**config.mk**
```make
export PLATFORM = sky130hd
export DESIGN_NAME = pttsc_ctrl
export DESIGN_NICKNAME = d
export VERILOG_FILES = /design/src/pttsc_pkg.sv /design/src/pttsc_noise_filter.sv /design/src/pttsc_pulse_chan.sv /design/src/pttsc_ctrl.sv
export SDC_FILE = /design/constraint.sdc
export NUM_CORES = 1
export LEC_CHECK = 0
export BUFFER_PORTS_ARGS = -buffer_cell sky130_fd_sc_hd__buf_2
export CORE_MARGIN = 4
export CORE_UTILIZATION = 40
export DETAILED_ROUTE_END_ITERATION = 6
export HOLD_SLACK_MARGIN = 0.08
export PLACE_DENSITY = 0.62
export SYNTH_ARGS = -nofsm -noshare
export SYNTH_HDL_FRONTEND = slang
export SYNTH_SLANG_ARGS = --single-unit
```
**constraint.sdc**
```tcl
create_clock -name clk_sys_i -period 4.91 [get_ports clk_sys_i]
set_clock_uncertainty 0.2 [all_clocks]
set_input_delay 0.2455 -clock clk_sys_i [delete_from_list [all_inputs] [get_ports clk_sys_i]]
set_output_delay 0.2455 -clock clk_sys_i [all_outputs]
set_load 0.02 [all_outputs]
```
**src/pttsc_pkg.sv**
```systemverilog
// Shared constants, register map and helpers of the pulse timer control
package pttsc_pkg;

    localparam int ADDR_W = 4;
    localparam int DATA_W = 16;
    localparam int VAL_W  = 10;
    localparam int CNT_W  = 11;

    localparam logic [ADDR_W-1:0] ADR_CTRL1  = 4'h0;
    localparam logic [ADDR_W-1:0] ADR_CTRL2  = 4'h1;
    localparam logic [ADDR_W-1:0] ADR_CTRL3  = 4'h2;
    localparam logic [ADDR_W-1:0] ADR_PERIOD = 4'h3;
    localparam logic [ADDR_W-1:0] ADR_DEAD_A = 4'h4;
    localparam logic [ADDR_W-1:0] ADR_WID_A  = 4'h5;
    localparam logic [ADDR_W-1:0] ADR_DEAD_B = 4'h6;
    localparam logic [ADDR_W-1:0] ADR_WID_B  = 4'h7;

    // Control register one fields
    localparam int C1_ACCEPT_MODE = 0;
    localparam int C1_EDGE_SEL    = 1;
    localparam int C1_INIT_A      = 2;
    localparam int C1_INIT_B      = 3;
    localparam int C1_NF_LO       = 4;
    // Control register two fields
    localparam int C2_OE_A = 0;
    localparam int C2_OE_B = 1;
    // Control register three fields
    localparam int C3_RUN    = 0;
    localparam int C3_STM_LO = 1;
    localparam int C3_BUSY   = 3;

    localparam logic [1:0] STM_INIT = 2'h0;
    localparam logic [1:0] STM_HOLD = 2'h1;
    localparam logic [1:0] STM_END  = 2'h2;

    localparam logic [1:0] NF_DIV4   = 2'h0;
    localparam logic [1:0] NF_DIV2   = 2'h1;
    localparam logic [1:0] NF_FULL   = 2'h2;
    localparam logic [1:0] NF_BYPASS = 2'h3;
    localparam int         NF_TAPS   = 5;

    localparam logic [VAL_W-1:0] VAL_RST = 10'h000;

    // A stored zero stands for the full range of 400h
    function automatic logic [CNT_W-1:0] ext_val(input logic [VAL_W-1:0] v);
        ext_val = {(v == VAL_RST), v};
    endfunction

endpackage

```
**src/pttsc_noise_filter.sv**
```systemverilog
// Trigger pin synchroniser and five-sample digital noise canceller
`timescale 1ns/10ps
module pttsc_noise_filter (
    input  wire logic       clk_sys_i,
    input  wire logic       rst_i,
    input  wire logic       pin_i,
    input  wire logic [1:0] nf_sel_i,
    output logic            level_o
);
    logic                         s1_r, s2_r, s3_r;
    logic                         sync_r;
    logic [1:0]                   div_r;
    logic [pttsc_pkg::NF_TAPS-1:0] taps_r;
    logic                         smp_en;
    logic                         all_hi;
    logic                         all_lo;

    // Sample rate from the filter select: fc/4, fc/2 or fc
    assign smp_en = (nf_sel_i == pttsc_pkg::NF_DIV4) ? (div_r == 2'h3) :
                    (nf_sel_i == pttsc_pkg::NF_DIV2) ? div_r[0] : 1'b1;
    assign all_hi = &taps_r;
    assign all_lo = ~|taps_r;

    always_ff @(posedge clk_sys_i) begin
        if (rst_i) begin
            s1_r <= 1'b0;
            s2_r <= 1'b0;
            s3_r <= 1'b0;
        end else begin
            s1_r <= pin_i;
            s2_r <= s1_r;
            s3_r <= s2_r;
        end
    end

    always_ff @(posedge clk_sys_i) begin
        if (rst_i) begin
            sync_r <= 1'b0;
            div_r  <= 2'h0;
            taps_r <= '0;
        end else begin
            div_r <= div_r + 2'h1;
            if (s2_r == s3_r) begin
                sync_r <= s3_r;
            end
            if (smp_en) begin
                taps_r <= {taps_r[pttsc_pkg::NF_TAPS-2:0], sync_r};
            end
        end
    end

    // Outside bypass, level passes only after five agreeing samples; shorter ones die
    always_ff @(posedge clk_sys_i) begin
        if (rst_i) begin
            level_o <= 1'b0;
        end else if (nf_sel_i == pttsc_pkg::NF_BYPASS) begin
            level_o <= sync_r;
        end else if (all_hi) begin
            level_o <= 1'b1;
        end else if (all_lo) begin
            level_o <= 1'b0;
        end
    end
endmodule

```
**src/pttsc_pulse_chan.sv**
```systemverilog
// One pulse output channel: dead time and width compare with polarity
`timescale 1ns/10ps
module pttsc_pulse_chan (
    input  wire logic                        clk_sys_i,
    input  wire logic                        rst_i,
    input  wire logic [pttsc_pkg::CNT_W-1:0] cnt_i,
    input  wire logic [pttsc_pkg::VAL_W-1:0] dead_i,
    input  wire logic [pttsc_pkg::VAL_W-1:0] width_i,
    input  wire logic                        init_lvl_i,
    input  wire logic                        out_en_i,
    input  wire logic                        load_init_i,
    input  wire logic                        run_i,
    output logic                             pulse_o,
    output logic                             pulse_oe_o,
    output logic                             active_o
);
    logic phase;

    assign phase = (cnt_i >= {1'b0, dead_i}) && (cnt_i < pttsc_pkg::ext_val(width_i));

    // Disabled channel keeps its idle level and releases the pin
    assign pulse_oe_o = out_en_i;
    // Only an enabled channel counts as active for trigger gating
    assign active_o   = out_en_i && (pulse_o != init_lvl_i);

    always_ff @(posedge clk_sys_i) begin
        if (rst_i) begin
            pulse_o <= 1'b0;
        end else if (load_init_i) begin
            pulse_o <= init_lvl_i;
        end else if (run_i) begin
            pulse_o <= init_lvl_i ^ (phase & out_en_i);
        end
    end
endmodule

```
**src/pttsc_ctrl.sv**
```systemverilog
// Pulse timer trigger, stop and output control with its register file
//
// Functional notes
// - Accept mode 0 takes every trigger, outputs inactive
// - Accept mode 1 takes triggers only when inactive
// - Only enabled outputs count toward acceptance
// - Stop while active waits until outputs inactive
// - Both enabled: both must be inactive together
// - Stop mode 00 stops now, outputs initial
// - Stop mode 01 holds outputs; restart reloads initial
// - Stop mode 10 stops at period end
// - Busy flag readable in control register three
// - One-time trigger start waits for next trigger
// - One-time command start waits; run stays 1
// - Writing mode 10 while running restarts count
// - Stop modes 00/01 give continuous output
// - Initial-level bit sets output polarity
// - Disabled output carries no waveform
// - Both disabled: plain timer with period pulse
// - Filter needs five stable samples
// - Filter select picks fc/4, fc/2, fc, bypass
// - Rejection and acceptance widths scale with rate
// - Filter latency follows the sample rate
// - Edge select sets start edge and stop level
// - Triggers ignored while run control is 0; a stop trigger is still taken during a pending period-end stop
//
// Added by the designer: strobed register access and the address map.
`timescale 1ns/10ps
module pttsc_ctrl (
    input  wire logic                         clk_sys_i,
    input  wire logic                         rst_i,
    input  wire logic [pttsc_pkg::ADDR_W-1:0] addr_i,
    input  wire logic [pttsc_pkg::DATA_W-1:0] wdata_i,
    input  wire logic                         wr_i,
    input  wire logic                         rd_i,
    output logic      [pttsc_pkg::DATA_W-1:0] rdata_o,
    input  wire logic                         trigger_input_pin_i,
    output logic                              pulse_out_a_o,
    output logic                              pulse_out_a_oe_o,
    output logic                              pulse_out_b_o,
    output logic                              pulse_out_b_oe_o,
    output logic                              period_interrupt_o,
    output logic                              count_busy_flag_o
);
    typedef enum logic [1:0] {
        ST_IDLE,
        ST_RUN,
        ST_WAIT
    } pttsc_state_t;

    pttsc_state_t                  state_r;
    pttsc_state_t                  state_nxt;

    // Software registers
    logic                          accept_mode_r;
    logic                          edge_sel_r;
    logic [1:0]                    init_lvl_r;
    logic [1:0]                    nf_sel_r;
    logic [1:0]                    out_en_r;
    logic                          run_r;
    logic [1:0]                    stm_r;
    logic [pttsc_pkg::VAL_W-1:0]   period_r;
    logic [pttsc_pkg::VAL_W-1:0]   dead_r   [2];
    logic [pttsc_pkg::VAL_W-1:0]   width_r  [2];
    logic [pttsc_pkg::DATA_W-1:0]  rdata_nxt;

    // Timer state
    logic [pttsc_pkg::CNT_W-1:0]   cnt_r;
    logic [pttsc_pkg::CNT_W-1:0]   cnt_nxt;
    logic                          pend_stop_r;
    logic                          pend_stop_nxt;
    logic                          trig_prev_r;
    logic                          irq_r;
    logic                          irq_nxt;
    logic                          load_init;

    // Decode and trigger wires
    logic                          wr_c1;
    logic                          wr_c2;
    logic                          wr_c3;
    logic [1:0]                    wr_stm;
    logic                          run_set;
    logic                          run_clr;
    logic                          trig_lvl;
    logic                          stop_lvl;
    logic                          at_stop;
    logic                          start_edge;
    logic                          outs_active;
    logic                          accept_ok;
    logic                          trig_en;
    logic                          stop_trig;
    logic                          start_trig;
    logic                          period_end;
    logic [pttsc_pkg::CNT_W-1:0]   period_last;
    logic [1:0]                    chan_active;
    logic [1:0]                    chan_pulse;
    logic [1:0]                    chan_oe;
    logic                          chan_run;

    function automatic logic hit(input logic [pttsc_pkg::ADDR_W-1:0] a);
        hit = wr_i && (addr_i == a);
    endfunction

    assign wr_c1   = hit(pttsc_pkg::ADR_CTRL1);
    assign wr_c2   = hit(pttsc_pkg::ADR_CTRL2);
    assign wr_c3   = hit(pttsc_pkg::ADR_CTRL3);
    assign wr_stm  = wdata_i[pttsc_pkg::C3_STM_LO +: 2];
    // Writing run 1 always clears the count; it restarts unless the pin sits at stop level, also in one-time mode
    assign run_set = wr_c3 && wdata_i[pttsc_pkg::C3_RUN];
    assign run_clr = wr_c3 && !wdata_i[pttsc_pkg::C3_RUN] && run_r;

    // Trigger polarity: edge select 0 means falling starts, high stops
    assign stop_lvl   = ~edge_sel_r;
    assign at_stop    = (trig_lvl == stop_lvl);
    assign start_edge = (trig_prev_r == stop_lvl) && !at_stop;

    // Acceptance gate from the enabled outputs' activity
    assign outs_active = |chan_active;
    assign accept_ok   = !accept_mode_r || !outs_active;

    // A pending end-of-period stop still honours a stop trigger
    assign trig_en = run_r || pend_stop_r;
    // Stop level is a level, so a refused one is taken as soon as
    // the outputs fall inactive while the pin still sits there
    assign stop_trig  = trig_en && at_stop && accept_ok && (state_r == ST_RUN);
    // A start edge refused while active is lost, not deferred
    assign start_trig = run_r && start_edge && accept_ok && (state_r != ST_IDLE);

    assign period_last = pttsc_pkg::ext_val(period_r) - 11'h001;
    assign period_end  = (state_r == ST_RUN) && (cnt_r == period_last);
    assign chan_run    = (state_r == ST_RUN) && !load_init;

    pttsc_noise_filter u_filter (
        .clk_sys_i (clk_sys_i),
        .rst_i     (rst_i),
        .pin_i     (trigger_input_pin_i),
        .nf_sel_i  (nf_sel_r),
        .level_o   (trig_lvl)
    );

    genvar gi;
    generate
        for (gi = 0; gi < 2; gi++) begin : g_chan
            pttsc_pulse_chan u_chan (
                .clk_sys_i   (clk_sys_i),
                .rst_i       (rst_i),
                .cnt_i       (cnt_r),
                .dead_i      (dead_r[gi]),
                .width_i     (width_r[gi]),
                .init_lvl_i  (init_lvl_r[gi]),
                .out_en_i    (out_en_r[gi]),
                .load_init_i (load_init),
                .run_i       (chan_run),
                .pulse_o     (chan_pulse[gi]),
                .pulse_oe_o  (chan_oe[gi]),
                .active_o    (chan_active[gi])
            );
        end
    endgenerate

    assign pulse_out_a_o    = chan_pulse[0];
    assign pulse_out_b_o    = chan_pulse[1];
    assign pulse_out_a_oe_o = chan_oe[0];
    assign pulse_out_b_oe_o = chan_oe[1];
    // Busy while the counter still runs, including a pending stop
    assign count_busy_flag_o = (state_r == ST_RUN);

    // Counter sequencing
    always_comb begin
        state_nxt     = state_r;
        cnt_nxt       = cnt_r;
        pend_stop_nxt = pend_stop_r;
        load_init     = 1'b0;
        irq_nxt       = 1'b0;
        case (state_r)
            ST_IDLE: begin
                if (run_set) begin
                    // Pin at stop level blocks a command start
                    state_nxt = at_stop ? ST_WAIT : ST_RUN;
                    irq_nxt   = !at_stop;
                    cnt_nxt   = '0;
                    load_init = 1'b1;
                end
            end
            ST_RUN: begin
                if (run_set) begin
                    state_nxt     = at_stop ? ST_WAIT : ST_RUN;
                    irq_nxt       = !at_stop;
                    cnt_nxt       = '0;
                    pend_stop_nxt = 1'b0;
                    load_init     = 1'b1;
                end else if (run_clr && (wr_stm == pttsc_pkg::STM_INIT)) begin
                    state_nxt = ST_IDLE;
                    cnt_nxt   = '0;
                    load_init = 1'b1;
                end else if (run_clr && (wr_stm == pttsc_pkg::STM_HOLD)) begin
                    // Outputs freeze because the channels stop updating
                    state_nxt = ST_IDLE;
                    cnt_nxt   = '0;
                end else if (run_clr) begin
                    pend_stop_nxt = 1'b1;
                    cnt_nxt       = cnt_r + 11'h001;
                end else if (stop_trig) begin
                    // Pin stop clears the count and idles the outputs
                    state_nxt     = pend_stop_r ? ST_IDLE : ST_WAIT;
                    pend_stop_nxt = 1'b0;
                    cnt_nxt       = '0;
                    load_init     = 1'b1;
                end else if (start_trig) begin
                    cnt_nxt   = '0;
                    load_init = 1'b1;
                end else if (period_end) begin
                    cnt_nxt = '0;
                    irq_nxt = 1'b1;
                    if (pend_stop_r) begin
                        state_nxt     = ST_IDLE;
                        pend_stop_nxt = 1'b0;
                        load_init     = 1'b1;
                    end else if (stm_r == pttsc_pkg::STM_END) begin
                        // One-time: stop but keep run control set
                        state_nxt = ST_WAIT;
                        load_init = 1'b1;
                    end
                    // Otherwise the waveform simply repeats
                end else begin
                    cnt_nxt = cnt_r + 11'h001;
                end
            end
            ST_WAIT: begin
                if (run_set) begin
                    state_nxt = at_stop ? ST_WAIT : ST_RUN;
                    irq_nxt   = !at_stop;
                    cnt_nxt   = '0;
                    load_init = 1'b1;
                end else if (run_clr) begin
                    state_nxt = ST_IDLE;
                end else if (start_trig) begin
                    state_nxt = ST_RUN;
                    cnt_nxt   = '0;
                    load_init = 1'b1;
                end
            end
            default: begin
                state_nxt     = ST_IDLE;
                cnt_nxt       = '0;
                pend_stop_nxt = 1'b0;
            end
        endcase
    end

    always_ff @(posedge clk_sys_i) begin
        if (rst_i) begin
            state_r     <= ST_IDLE;
            cnt_r       <= '0;
            pend_stop_r <= 1'b0;
            irq_r       <= 1'b0;
            trig_prev_r <= 1'b0;
        end else begin
            state_r     <= state_nxt;
            cnt_r       <= cnt_nxt;
            pend_stop_r <= pend_stop_nxt;
            irq_r       <= irq_nxt;
            trig_prev_r <= trig_lvl;
        end
    end

    assign period_interrupt_o = irq_r;

    // Control register writes; no guard against rewriting while busy,
    // software is expected to check the busy flag first
    always_ff @(posedge clk_sys_i) begin
        if (rst_i) begin
            accept_mode_r <= 1'b0;
            edge_sel_r    <= 1'b0;
            init_lvl_r    <= 2'h0;
            nf_sel_r      <= pttsc_pkg::NF_DIV4;
            out_en_r      <= 2'h0;
        end else if (wr_c1) begin
            accept_mode_r <= wdata_i[pttsc_pkg::C1_ACCEPT_MODE];
            edge_sel_r    <= wdata_i[pttsc_pkg::C1_EDGE_SEL];
            init_lvl_r    <= {wdata_i[pttsc_pkg::C1_INIT_B], wdata_i[pttsc_pkg::C1_INIT_A]};
            nf_sel_r      <= wdata_i[pttsc_pkg::C1_NF_LO +: 2];
        end else if (wr_c2) begin
            out_en_r <= {wdata_i[pttsc_pkg::C2_OE_B], wdata_i[pttsc_pkg::C2_OE_A]};
        end
    end

    always_ff @(posedge clk_sys_i) begin
        if (rst_i) begin
            run_r <= 1'b0;
            stm_r <= pttsc_pkg::STM_INIT;
        end else if (wr_c3) begin
            run_r <= wdata_i[pttsc_pkg::C3_RUN];
            stm_r <= wr_stm;
        end
    end

    always_ff @(posedge clk_sys_i) begin
        if (rst_i) begin
            period_r   <= pttsc_pkg::VAL_RST;
            dead_r[0]  <= pttsc_pkg::VAL_RST;
            dead_r[1]  <= pttsc_pkg::VAL_RST;
            width_r[0] <= pttsc_pkg::VAL_RST;
            width_r[1] <= pttsc_pkg::VAL_RST;
        end else if (wr_i) begin
            case (addr_i)
                pttsc_pkg::ADR_PERIOD: period_r   <= wdata_i[pttsc_pkg::VAL_W-1:0];
                pttsc_pkg::ADR_DEAD_A: dead_r[0]  <= wdata_i[pttsc_pkg::VAL_W-1:0];
                pttsc_pkg::ADR_WID_A:  width_r[0] <= wdata_i[pttsc_pkg::VAL_W-1:0];
                pttsc_pkg::ADR_DEAD_B: dead_r[1]  <= wdata_i[pttsc_pkg::VAL_W-1:0];
                pttsc_pkg::ADR_WID_B:  width_r[1] <= wdata_i[pttsc_pkg::VAL_W-1:0];
                default: begin
                end
            endcase
        end
    end

    // Read mux; unmapped addresses and reserved bits read as zero
    always_comb begin
        rdata_nxt = '0;
        case (addr_i)
            pttsc_pkg::ADR_CTRL1: begin
                rdata_nxt[pttsc_pkg::C1_ACCEPT_MODE] = accept_mode_r;
                rdata_nxt[pttsc_pkg::C1_EDGE_SEL]    = edge_sel_r;
                rdata_nxt[pttsc_pkg::C1_INIT_A]      = init_lvl_r[0];
                rdata_nxt[pttsc_pkg::C1_INIT_B]      = init_lvl_r[1];
                rdata_nxt[pttsc_pkg::C1_NF_LO +: 2]  = nf_sel_r;
            end
            pttsc_pkg::ADR_CTRL2: begin
                rdata_nxt[pttsc_pkg::C2_OE_A] = out_en_r[0];
                rdata_nxt[pttsc_pkg::C2_OE_B] = out_en_r[1];
            end
            pttsc_pkg::ADR_CTRL3: begin
                rdata_nxt[pttsc_pkg::C3_RUN]       = run_r;
                rdata_nxt[pttsc_pkg::C3_STM_LO +: 2] = stm_r;
                rdata_nxt[pttsc_pkg::C3_BUSY]      = count_busy_flag_o;
            end
            pttsc_pkg::ADR_PERIOD: rdata_nxt[pttsc_pkg::VAL_W-1:0] = period_r;
            pttsc_pkg::ADR_DEAD_A: rdata_nxt[pttsc_pkg::VAL_W-1:0] = dead_r[0];
            pttsc_pkg::ADR_WID_A:  rdata_nxt[pttsc_pkg::VAL_W-1:0] = width_r[0];
            pttsc_pkg::ADR_DEAD_B: rdata_nxt[pttsc_pkg::VAL_W-1:0] = dead_r[1];
            pttsc_pkg::ADR_WID_B:  rdata_nxt[pttsc_pkg::VAL_W-1:0] = width_r[1];
            default: rdata_nxt = '0;
        endcase
    end

    // Read data stands only in the cycle after the strobe
    always_ff @(posedge clk_sys_i) begin
        if (rst_i) begin
            rdata_o <= '0;
        end else begin
            rdata_o <= rd_i ? rdata_nxt : '0;
        end
    end
endmodule

```
==> flow_summary.toml, run 1 <==
[status]
outcome = "finished clean"

[place]
hpwl_um = 13600
io_buffers = 34
pre_cts_ws_ps = 1500
gp_congestion = 0.881

[setup_path]
crit_arrival_ps = 3590
rrSetupSlack_ps = 1370
reg2reg_depth = 9
required_ps = 4960
cp_max_fo = 22
reg2reg_from = "state_r[1]"
critPathCaptureType = "flop"
rr_endpoint = "cnt_r[3]"
worstSetupPathType = "reg2reg"
critPathLaunchType = "flop"

[flow_run]
drv_cap = 0

[clock_tree]
clock-sinks = 101
cts_setup_buffers = 0
numCtsBuffers = 9
htreeDepth = 3
cts_tree = "built"
path_clk_slew_ps = 80
clk_latency_ps = 360
cts_resized = 0
clock-root-buffer = "clkbuf_16"
cts_buffer_depth = 2

[route]
vias_per_cell = 5.93
vias = 5549
routed.top_layer = "met4"
drt_pass1_iterations = 5
drc = 0
finalWirelength_um = 18500
post_drt_wl_per_cell_um = 19.8
routed-wl-met3_um = 1580
drtIter0Drc = 516
wl_met2_um = 8430
met1Wirelength_um = 8180
ant_nets = 0

[logic_synthesis]
ys_types = 77
ys_warn_count = 0
syn_inst = 696
synth_edf_count = 40
synth_area_mm2 = 0.00637
async_flop_share_pct = 0
ys_seq_elements = 101
syn_area_per_cell_um2 = 9.15
synthFlopType = "dfxtp_1"
synth-seq-area-share_pct = 38.0

[floorplan]
initial_core_util_pct = 41.3
core_area_mm2 = 0.0154
die_h_um = 134
num_rows = 45
pin_count = 47
die_w_um = 134
die_area_mm2 = 0.0180

[timing]
max-slew-margin-rel_pct = 30.6
slew_viol_final = 0
finalWorstSetupSlack_ps = 1370
hold_ws_ps = 103
max_slew.worst_pin.slew_ps = 1030
hold_viol_final = 0
max_freq_mhz = 282
fin_crit_ps = 3540
period_share_pct = 72.1
rsz0062_at_grt = "no"
finalSetupViolations = 0
tns_ps = 0

[global_route]
antenna_found_initial = 0
grt_overflow_total = 0
grt_pass1_wl_um = 29000
grt_max_degree = 58
grt_pass1_vias = 5190
track_usage_pct = 20.7

[finish]
num_antenna_cells = 0
nFillCells = 1498
fin_nets = 791
area_growth_syn_to_layout_pct = 10.4
drive_gt1_share_pct = 10.2

[power_and_ir_drop]
p_total_mw = 2.03
p_per_area_mw_per_mm2 = 289
worst_ir_drop_vdd_v = 0.000161
leakage_nw = 2.91

[worst_hold_path]
hold_path.class = "in2reg"
hold_path_depth = 3
min_to = "period_r[2]"
hp-start = "wdata_i[2]"
==> metrics by stage <==
| step | cell area, µm² | instances | util (%) |
|---|---|---|---|
| floorplan | 6390 | 701 | - |
| global placement | 6650 | 909 | 43.1 |
| detailed placement | 6650 | 909 | 43.1 |
| CTS | 7030 | 935 | 45.6 |
| global route | 7030 | 935 | 45.6 |
| finish | 7030 | 935 | 45.6 |
==> worst max-delay path by stage <==
| stage | startpoint | cells past startpoint | to |
|---|---|---|---|
| after floorplan | period_r[2] | 9 | cnt_r[4] |
| after global placement | state_r[1] | 9 | cnt_r[3] |
| after detailed placement | state_r[1] | 9 | cnt_r[3] |
| after CTS | state_r[1] | 9 | cnt_r[3] |
| after global routing | state_r[1] | 9 | cnt_r[10] |
| final | state_r[1] | 9 | cnt_r[3] |
==> critical path, cell delays in order (launching register included) <==
cell and delay [ps]:
dfxtp_1 340, inv_1 100, ha_1 780, inv_1 350
nor3_1 320, o2111a_1 250, nand2_1 90, nor3_4 520
o41ai_4 220, a32o_1 260
==> power breakdown <==
| part | internal (mW) | switching, mW | leakage, nW |
|---|---|---|---|
| Clock | 0.355 | 0.349 | 0.142 |
| Sequential | 0.903 | 0.0317 | 0.876 |
| Combinational | 0.149 | 0.242 | 1.89 |
| Total | 1.41 | 0.623 | 2.91 |
==> final cells by class <==
class,instances,area (µm²),share of cell area (%)
Clock buffer,10,229,3.26
Clock inverter,6,52.6,0.747
Inverter,51,191,2.72
Multi-Input combinational cell,506,3560,50.6
Sequential cell,101,2420,34.4
Tap cell,211,264,3.75
Timing Repair Buffer,50,315,4.48
==> state kept, by name, indices dropped and copies added, names as in the netlist, 2 cells and up <==
signal                 cells
rdata_o                   10
period_r                  10
u_filter.div_r             2
init_lvl_r                 2
state_r                    2
nf_sel_r                   2
u_filter.taps_r            5
out_en_r                   2
g_chan.u_chan.pulse_o      2
cnt_r                     11
dead_r                    20
width_r                   20
stm_r                      2
==> cells in the mapped netlist, types with 12 or more instances <==
cell       n  area, µm²
nand2_1   55        206
nand3_1   30        150
inv_1     49        184
a31oi_1   12       75.1
and2_1    24        150
o21ai_0   22        110
clkbuf_1  27        101
nor2_1    52        195
edfxtp_1  40       1200
ha_1      47        588
nor3_1    18       90.1
dfxtp_1   61       1220
nor2b_1   16        100
a21oi_1   34        170
mux2i_1   17        170
==> layout by cell type (no fill, tap or decap), types with 12 or more instances in the layout <==
cell,n
dfxtp_1,61
nand2_1,55
nor2_1,52
inv_1,49
ha_1,47
edfxtp_1,40
a21oi_1,34
buf_2,34
nand3_1,30
and2_1,24
o21ai_0,20
nor3_1,18
mux2i_1,17
nor2b_1,16
a31oi_1,12
==> what timing repair did <==
action / in CTS / in global routing
hold endpoints to repair: 27 / 0
endpoints found under the setup margin: 0 / 0
hold buffers: 10 / 0
==> kinds of logic after synthesis <==
logic type,after synthesis,share of synthesized area (%)
AND/OR/NAND/NOR,241,19.2
AO/OA/AOI/OAI,173,20.5
flip-flops,101,38.0
buffers and inverters,94,6.42
adder cells (fa/ha/maj),47,9.23
multiplexers,21,3.91
XOR/XNOR,18,2.59
other,1,0.0589
==> layer usage <==
layer  vias to the layer above  global-route usage, %
li1                       2598                      -
met5                         -                      0
met3                        24                   3.08
met4                         0                   6.39
met1                      2653                   29.8
met2                       274                   32.2
Power figures use the tool's default switching activity.
==> inputs of run 2 (changes only) <==
- ABC_AREA: not set -> 1
- clock period: 4.91 -> 3.4 ns (I/O delays scaled with it)
==> run 2 against run 1 <==
Critical path depth unchanged. Setup slack got worse by 1000 ps. Power increased by 43%. Global-route usage decreased by 1.3 points. First-iteration DRC count decreased by 34%. Cell count increased by 6.1%. Hold slack got worse by 17 ps. Combinational power increased by 22%.
==> flow_summary.toml, run 2 <==
[setup_path]
critPathLaunchType = "primary input"
critPathBufInv = 5
critPathCaptureType = "flop"
worstSetupPathType = "in2reg"
required_ps = 3500
critPathMaxStageDelay_ps = 610
cp_max_fo = 10
crit_arrival_ps = 3130
crit_slowest_cell = "dlygate4sd3_1"
path_delay_family = "buffers and inverters"
crit_top_cell = "dlygate4sd3_1"
crit_path_cell_trace = "dlygate4sd3_1 -> buf_2 -> nor2_4 -> inv_1 -> nor2_1 -> nand3_1 -> dlygate4sd3_1 -> a21oi_1 -> dlygate4sd3_1"

[logic_synthesis]
yosys.area_share.simple_pct = 22.8
synth_top_area_share_pct = 20.8
ys_types = 48
async_flop_share_pct = 0
syn_area_per_cell_um2 = 7.92
synth_largest_area_cell = "dfxtp_1"
yosys.area_share.adder_pct = 10.0
synth_area_mm2 = 0.00587
synthFlopType = "dfxtp_1"
synth-seq-area-share_pct = 41.3
synth_top_family_by_area = "simple AND/OR/NAND/NOR gates"
synth_edf_count = 40
synth-xor-area-share_pct = 0.895
ys_seq_elements = 101
syn_inst = 741
ys_top_cells_by_area = "dfxtp_1 (21%), edfxtp_1 (20%), ha_1 (10%)"
synth_commonest_cells = "nand2_1 (123), inv_1 (111), nor2_1 (85), dfxtp_1 (61), a21oi_1 (50)"
ys_warn_count = 0
synth.most_common_cell = "nand2_1"
synth_compound_area_share_pct = 15.9
synth_mux_area_share_pct = 0

[route]
drtIter0Drc = 343
finalWirelength_um = 16000
vias = 5175
ant_nets = 0
vias_per_cell = 5.22
drt_pass1_iterations = 5
drc = 0
post_drt_wl_per_cell_um = 16.1

[clock_tree]
cts_resized = 0
cts_setup_buffers = 0
numCtsBuffers = 9
clock-root-buffer = "clkbuf_16"
hold_buffers = 21
path_clk_slew_ps = 70
clock-sinks = 101
clk_latency_ps = 360
cts_tree = "built"
cts_buffer_depth = 2
htreeDepth = 3

[floorplan]
pin_count = 47
die_w_um = 129
die_area_mm2 = 0.0167
num_rows = 44
initial_core_util_pct = 40.5
core_area_mm2 = 0.0145
die_h_um = 129

[finish]
layout_common_cells = "nand2_1 (123), inv_1 (111), nor2_1 (85)"
reg_top3 = "dead_r: 20 flops, width_r: 20 flops, cnt_r: 11 flops"
area_growth_syn_to_layout_pct = 15.3
final_common_cell = "nand2_1"
num_antenna_cells = 0
nFillCells = 1429
fin_nets = 875
regArea_mm2 = 0.00242
multi_input_area_mm2 = 0.00294
drive_gt1_share_pct = 10.1

[timing]
hold_viol_final = 0
finalWorstSetupSlack_ps = 370
max-slew-margin-rel_pct = 49.5
fin_crit_ps = 3030
max_slew.worst_pin.slew_ps = 738
slew_viol_final = 0
rsz0062_at_grt = "no"
period_share_pct = 89.1
finalSetupViolations = 0
max_freq_mhz = 330
tns_ps = 0

[power_and_ir_drop]
worst_ir_drop_vdd_v = 0.000246
p_int_mw = 2.06
p_per_area_mw_per_mm2 = 429
seqPwrFrac_pct = 47.2
leakage_nw = 3.05
p_comb_share_pct = 16.5
clockPowerShare_pct = 36.3
switching_share_pct = 29.1
p_switching_uw = 844

[global_route]
grt_pass1_wl_um = 25100
track_usage_pct = 19.4
antenna_found_initial = 0
grt_overflow_total = 0
grt_max_degree = 44
grt_pass1_vias = 4773

[place]
io_buffers = 34
hpwl_um = 12500
pre_cts_ws_ps = 557
gp_congestion = 0.921

[worst_hold_path]
hold_path.class = "in2reg"

[flow_run]
drv_cap = 0

[status]
outcome = "finished clean"
==> run 2: cell types whose count changed after synthesis, sizes merged, moves of 10 or more <==
| cell | delta |
|---|---|
| a21oi | +16 |
| a31oi | -10 |
| and2 | -24 |
| clkbuf | -19 |
| inv | +67 |
| mux2i | -17 |
| nand2 | +75 |
| nand3 | +10 |
| nor2 | +39 |
| nor2b | -16 |
| o21ai | +26 |
| o22ai | +22 |
==> run 2: per-layer routing <==
metal,GRT usage (%),part of all wire [%]
met1,26.9,47
met2,30.0,45
met5,0,0
met4,8.03,3.1
met3,3.46,5.1
==> run 2: path summary, 6_finish.rpt <==
kind              cells past startpoint  slack (ps)           from                       end
hold / removal                        4          90      addr_i[0]                rdata_o[0]
setup reg to reg                     12         550  width_r[0][0]  g_chan[0].u_chan.pulse_o
hold reg to reg                       2         200  u_filter.s1_r             u_filter.s2_r
setup / recovery                      9         370      addr_i[3]               period_r[9]
==> run 2: worst min-delay path: cells and delay by family <==
kind            cells  cell delay (ps)
buf+inv             1              150
simple gates        2              140
compound gates      1              110
==> run 2: kinds of logic (layout without fill, tap and decap cells) <==
| kind of cell | Yosys count | after routing |
|---|---|---|
| and+or+nand+nor | 293 | 293 |
| other | 1 | 6 |
| xor gates and xnor gates | 6 | 6 |
| AOI/OAI and AO/OA | 159 | 159 |
| buffers and inverters | 134 | 196 |
| DFF | 101 | 101 |
| adders and majority gates | 47 | 47 |
==> run 2: power groups by stage <==
| stage | Sequential (mW) | Combinational [mW] | Clock (mW) |
|---|---|---|---|
| 6_report | 1.37 | 0.479 | 1.05 |
| 5_1_grt | 1.38 | 0.539 | 1.11 |
| 4_1_cts | 1.37 | 0.480 | 1.07 |
| 3_5_place_dp | 1.40 | 0.463 | 0 |
| 3_3_place_gp | 1.40 | 0.462 | 0 |
| 2_1_floorplan | 1.40 | 0.326 | 0 |
==> run 2: final cells by class <==
| cell class | count | area share (%) |
|---|---|---|
| multi-input cells | 511 | 43.4 |
| flip-flops and latches | 101 | 35.8 |
| inverters | 118 | 6.58 |
| repair buffers | 62 | 6.40 |
| well taps | 184 | 3.40 |
| clock buffers | 9 | 3.33 |
| clock inverters | 7 | 1.13 |
==> run 2: metrics by stage <==
step                utilization (%)  power (mW)  hold WS (ps)  instances  area, µm²
floorplan                         -        1.72          77.0        746       5890
global placement               43.2        1.86           173        955       6260
finish                         46.8        2.90          85.4        992       6770
CTS                            46.8        2.92          83.9        992       6770
global route                   46.8        3.03           130        992       6770
detailed placement             43.2        1.86           182        955       6260
==> inputs of run 3 (changes only) <==
--- a/config.mk
+++ b/config.mk
@@ -9,8 +9,8 @@
 export BUFFER_PORTS_ARGS = -buffer_cell sky130_fd_sc_hd__buf_2
 export CORE_MARGIN = 4
-export CORE_UTILIZATION = 40
+export CORE_UTILIZATION = 30
 export DETAILED_ROUTE_END_ITERATION = 6
 export HOLD_SLACK_MARGIN = 0.08
-export PLACE_DENSITY = 0.62
+export PLACE_DENSITY = 0.51
 export SYNTH_ARGS = -nofsm -noshare
 export SYNTH_HDL_FRONTEND = slang
==> constraint.sdc (replaced) <==
create_clock -name clk_sys_i -period 3.4 [get_ports clk_sys_i]
set_clock_uncertainty 0.2 [all_clocks]
set_input_delay 0.34 -clock clk_sys_i [delete_from_list [all_inputs] [get_ports clk_sys_i]]
set_output_delay 0.34 -clock clk_sys_i [all_outputs]
set_load 0.02 [all_outputs]
==> run 3 against run 2 <==
Utilization down 12 points. Cell count is 5.7% higher. Count of clock-buffer cells in the layout did not move. Critical endpoint is now g_chan[0].u_chan.pulse_o.
==> flow_summary.toml, run 3 (synthesized netlist as in run 2, its figures left out) <==
[clock_tree]
clock-root-buffer = "clkbuf_16"
cts_resized = 0
clock-sinks = 101
cts_tree = "built"
clk_latency_ps = 360
htreeDepth = 3
numCtsBuffers = 9
path_clk_slew_ps = 70
cts_buffer_depth = 2

[worst_hold_path]
hp-start = "wdata_i[8]"
hold_path.class = "in2reg"

[timing]
max_freq_mhz = 355
rsz0062_at_grt = "no"
slew_viol_final = 0
fin_crit_ps = 2810
hold_viol_final = 0
max-slew-margin-rel_pct = 42.7
finalSetupViolations = 0
hold_ws_ps = 97.3
finalWorstSetupSlack_ps = 587
period_share_pct = 82.7
max_slew.worst_pin.slew_ps = 837
tns_ps = 0

[global_route]
grt_pass1_wl_um = 26800
grt_pass1_vias = 4843
antenna_found_initial = 0
grt_overflow_total = 0
grt_max_degree = 38
track_usage_pct = 15.9

[status]
outcome = "finished clean"

[floorplan]
initial_core_util_pct = 31.0
pin_count = 47
num_rows = 50
die_w_um = 148
die_h_um = 148
die_area_mm2 = 0.0219
core_area_mm2 = 0.0190

[setup_path]
crit_arrival_ps = 2870
worstSetupPathType = "reg2reg"
required_ps = 3460
reg2reg_from = "width_r[0][0]"
critPathCaptureType = "flop"
critPathLaunchType = "flop"
critPathLaunch = "width_r[0][0]"
cp_max_fo = 3

[finish]
layout_common_cells = "nand2_1 (123), inv_1 (111), nor2_1 (85)"
area_growth_syn_to_layout_pct = 13.4
design_area_mm2 = 0.00666
num_antenna_cells = 0
reg_top3 = "dead_r: 20 flops, width_r: 20 flops, cnt_r: 11 flops"
final_cells = 1049
final_core_util_pct = 35.1
final_common_cell = "nand2_1"
drive_gt1_share_pct = 10.1
fin_nets = 856

[route]
post_drt_wl_per_cell_um = 16.2
drtIter0Drc = 276
drt_pass1_iterations = 5
finalWirelength_um = 17000
vias = 5056
vias_per_cell = 4.82
drc = 0
ant_nets = 0

[place]
gp_congestion = 0.850
hpwl_um = 13400
pre_cts_ws_ps = 574
dp.cells = 1030
placed_area_mm2 = 0.00634
io_buffers = 34

[power_and_ir_drop]
p_per_area_mw_per_mm2 = 427
leakage_nw = 2.96
p_total_mw = 2.85
worst_ir_drop_vdd_v = 0.000192

[flow_run]
drv_cap = 0
[run 3: path summary, 6_finish.rpt]
check | to | slack [ps] | cells past startpoint
min | period_r[8] | 100 | 3
max reg2reg | g_chan[0].u_chan.pulse_o | 590 | 12
min reg2reg | u_filter.s2_r | 200 | 2
max | g_chan[0].u_chan.pulse_o | 590 | 12
[run 3: what timing repair did]
| item | in CTS | in global routing |
|---|---|---|
| endpoints found under the hold margin | 3 | 0 |
| hold buffers | 3 | 0 |
| setup buffers | 0 | 0 |
[run 3: area by class of cell]
class                      count  area, µm²
tap                          260        325
sequential                   101       2420
fill                        2023      12300
inverter                     118        445
clock inverter                 7       56.3
multi-input combinational    511       2940
timing repair buffer          43        245
clock buffer                   9        225
[run 3: per-layer routing]
layer  wire length [µm]  global-route usage (%)  up-vias
met2               7510                    24.5       88
met4                424                    5.40        0
met5                  0                       0        -
li1                   -                       -     2601
met3                651                    2.94       23
met1               8400                    22.5     2344
[run 3: power by group]
group	internal (mW)	switching, mW	leakage, nW
clock network	0.506	0.496	0.132
logic	0.151	0.321	1.95
registers	1.32	0.0473	0.878
total	1.98	0.864	2.96
[run 3: worst max-delay path, cell delays in order (launching register included)]
cell and delay, ps:
edfxtp_1 430, nor4_1 410, nand4_1 140, ha_1 310, a21oi_1 140, o21ai_0 90
a221oi_1 290, o211ai_1 240, xor2_1 200, nand2_1 90, nand2_1 50, nor2_1 80
nor2_1 40
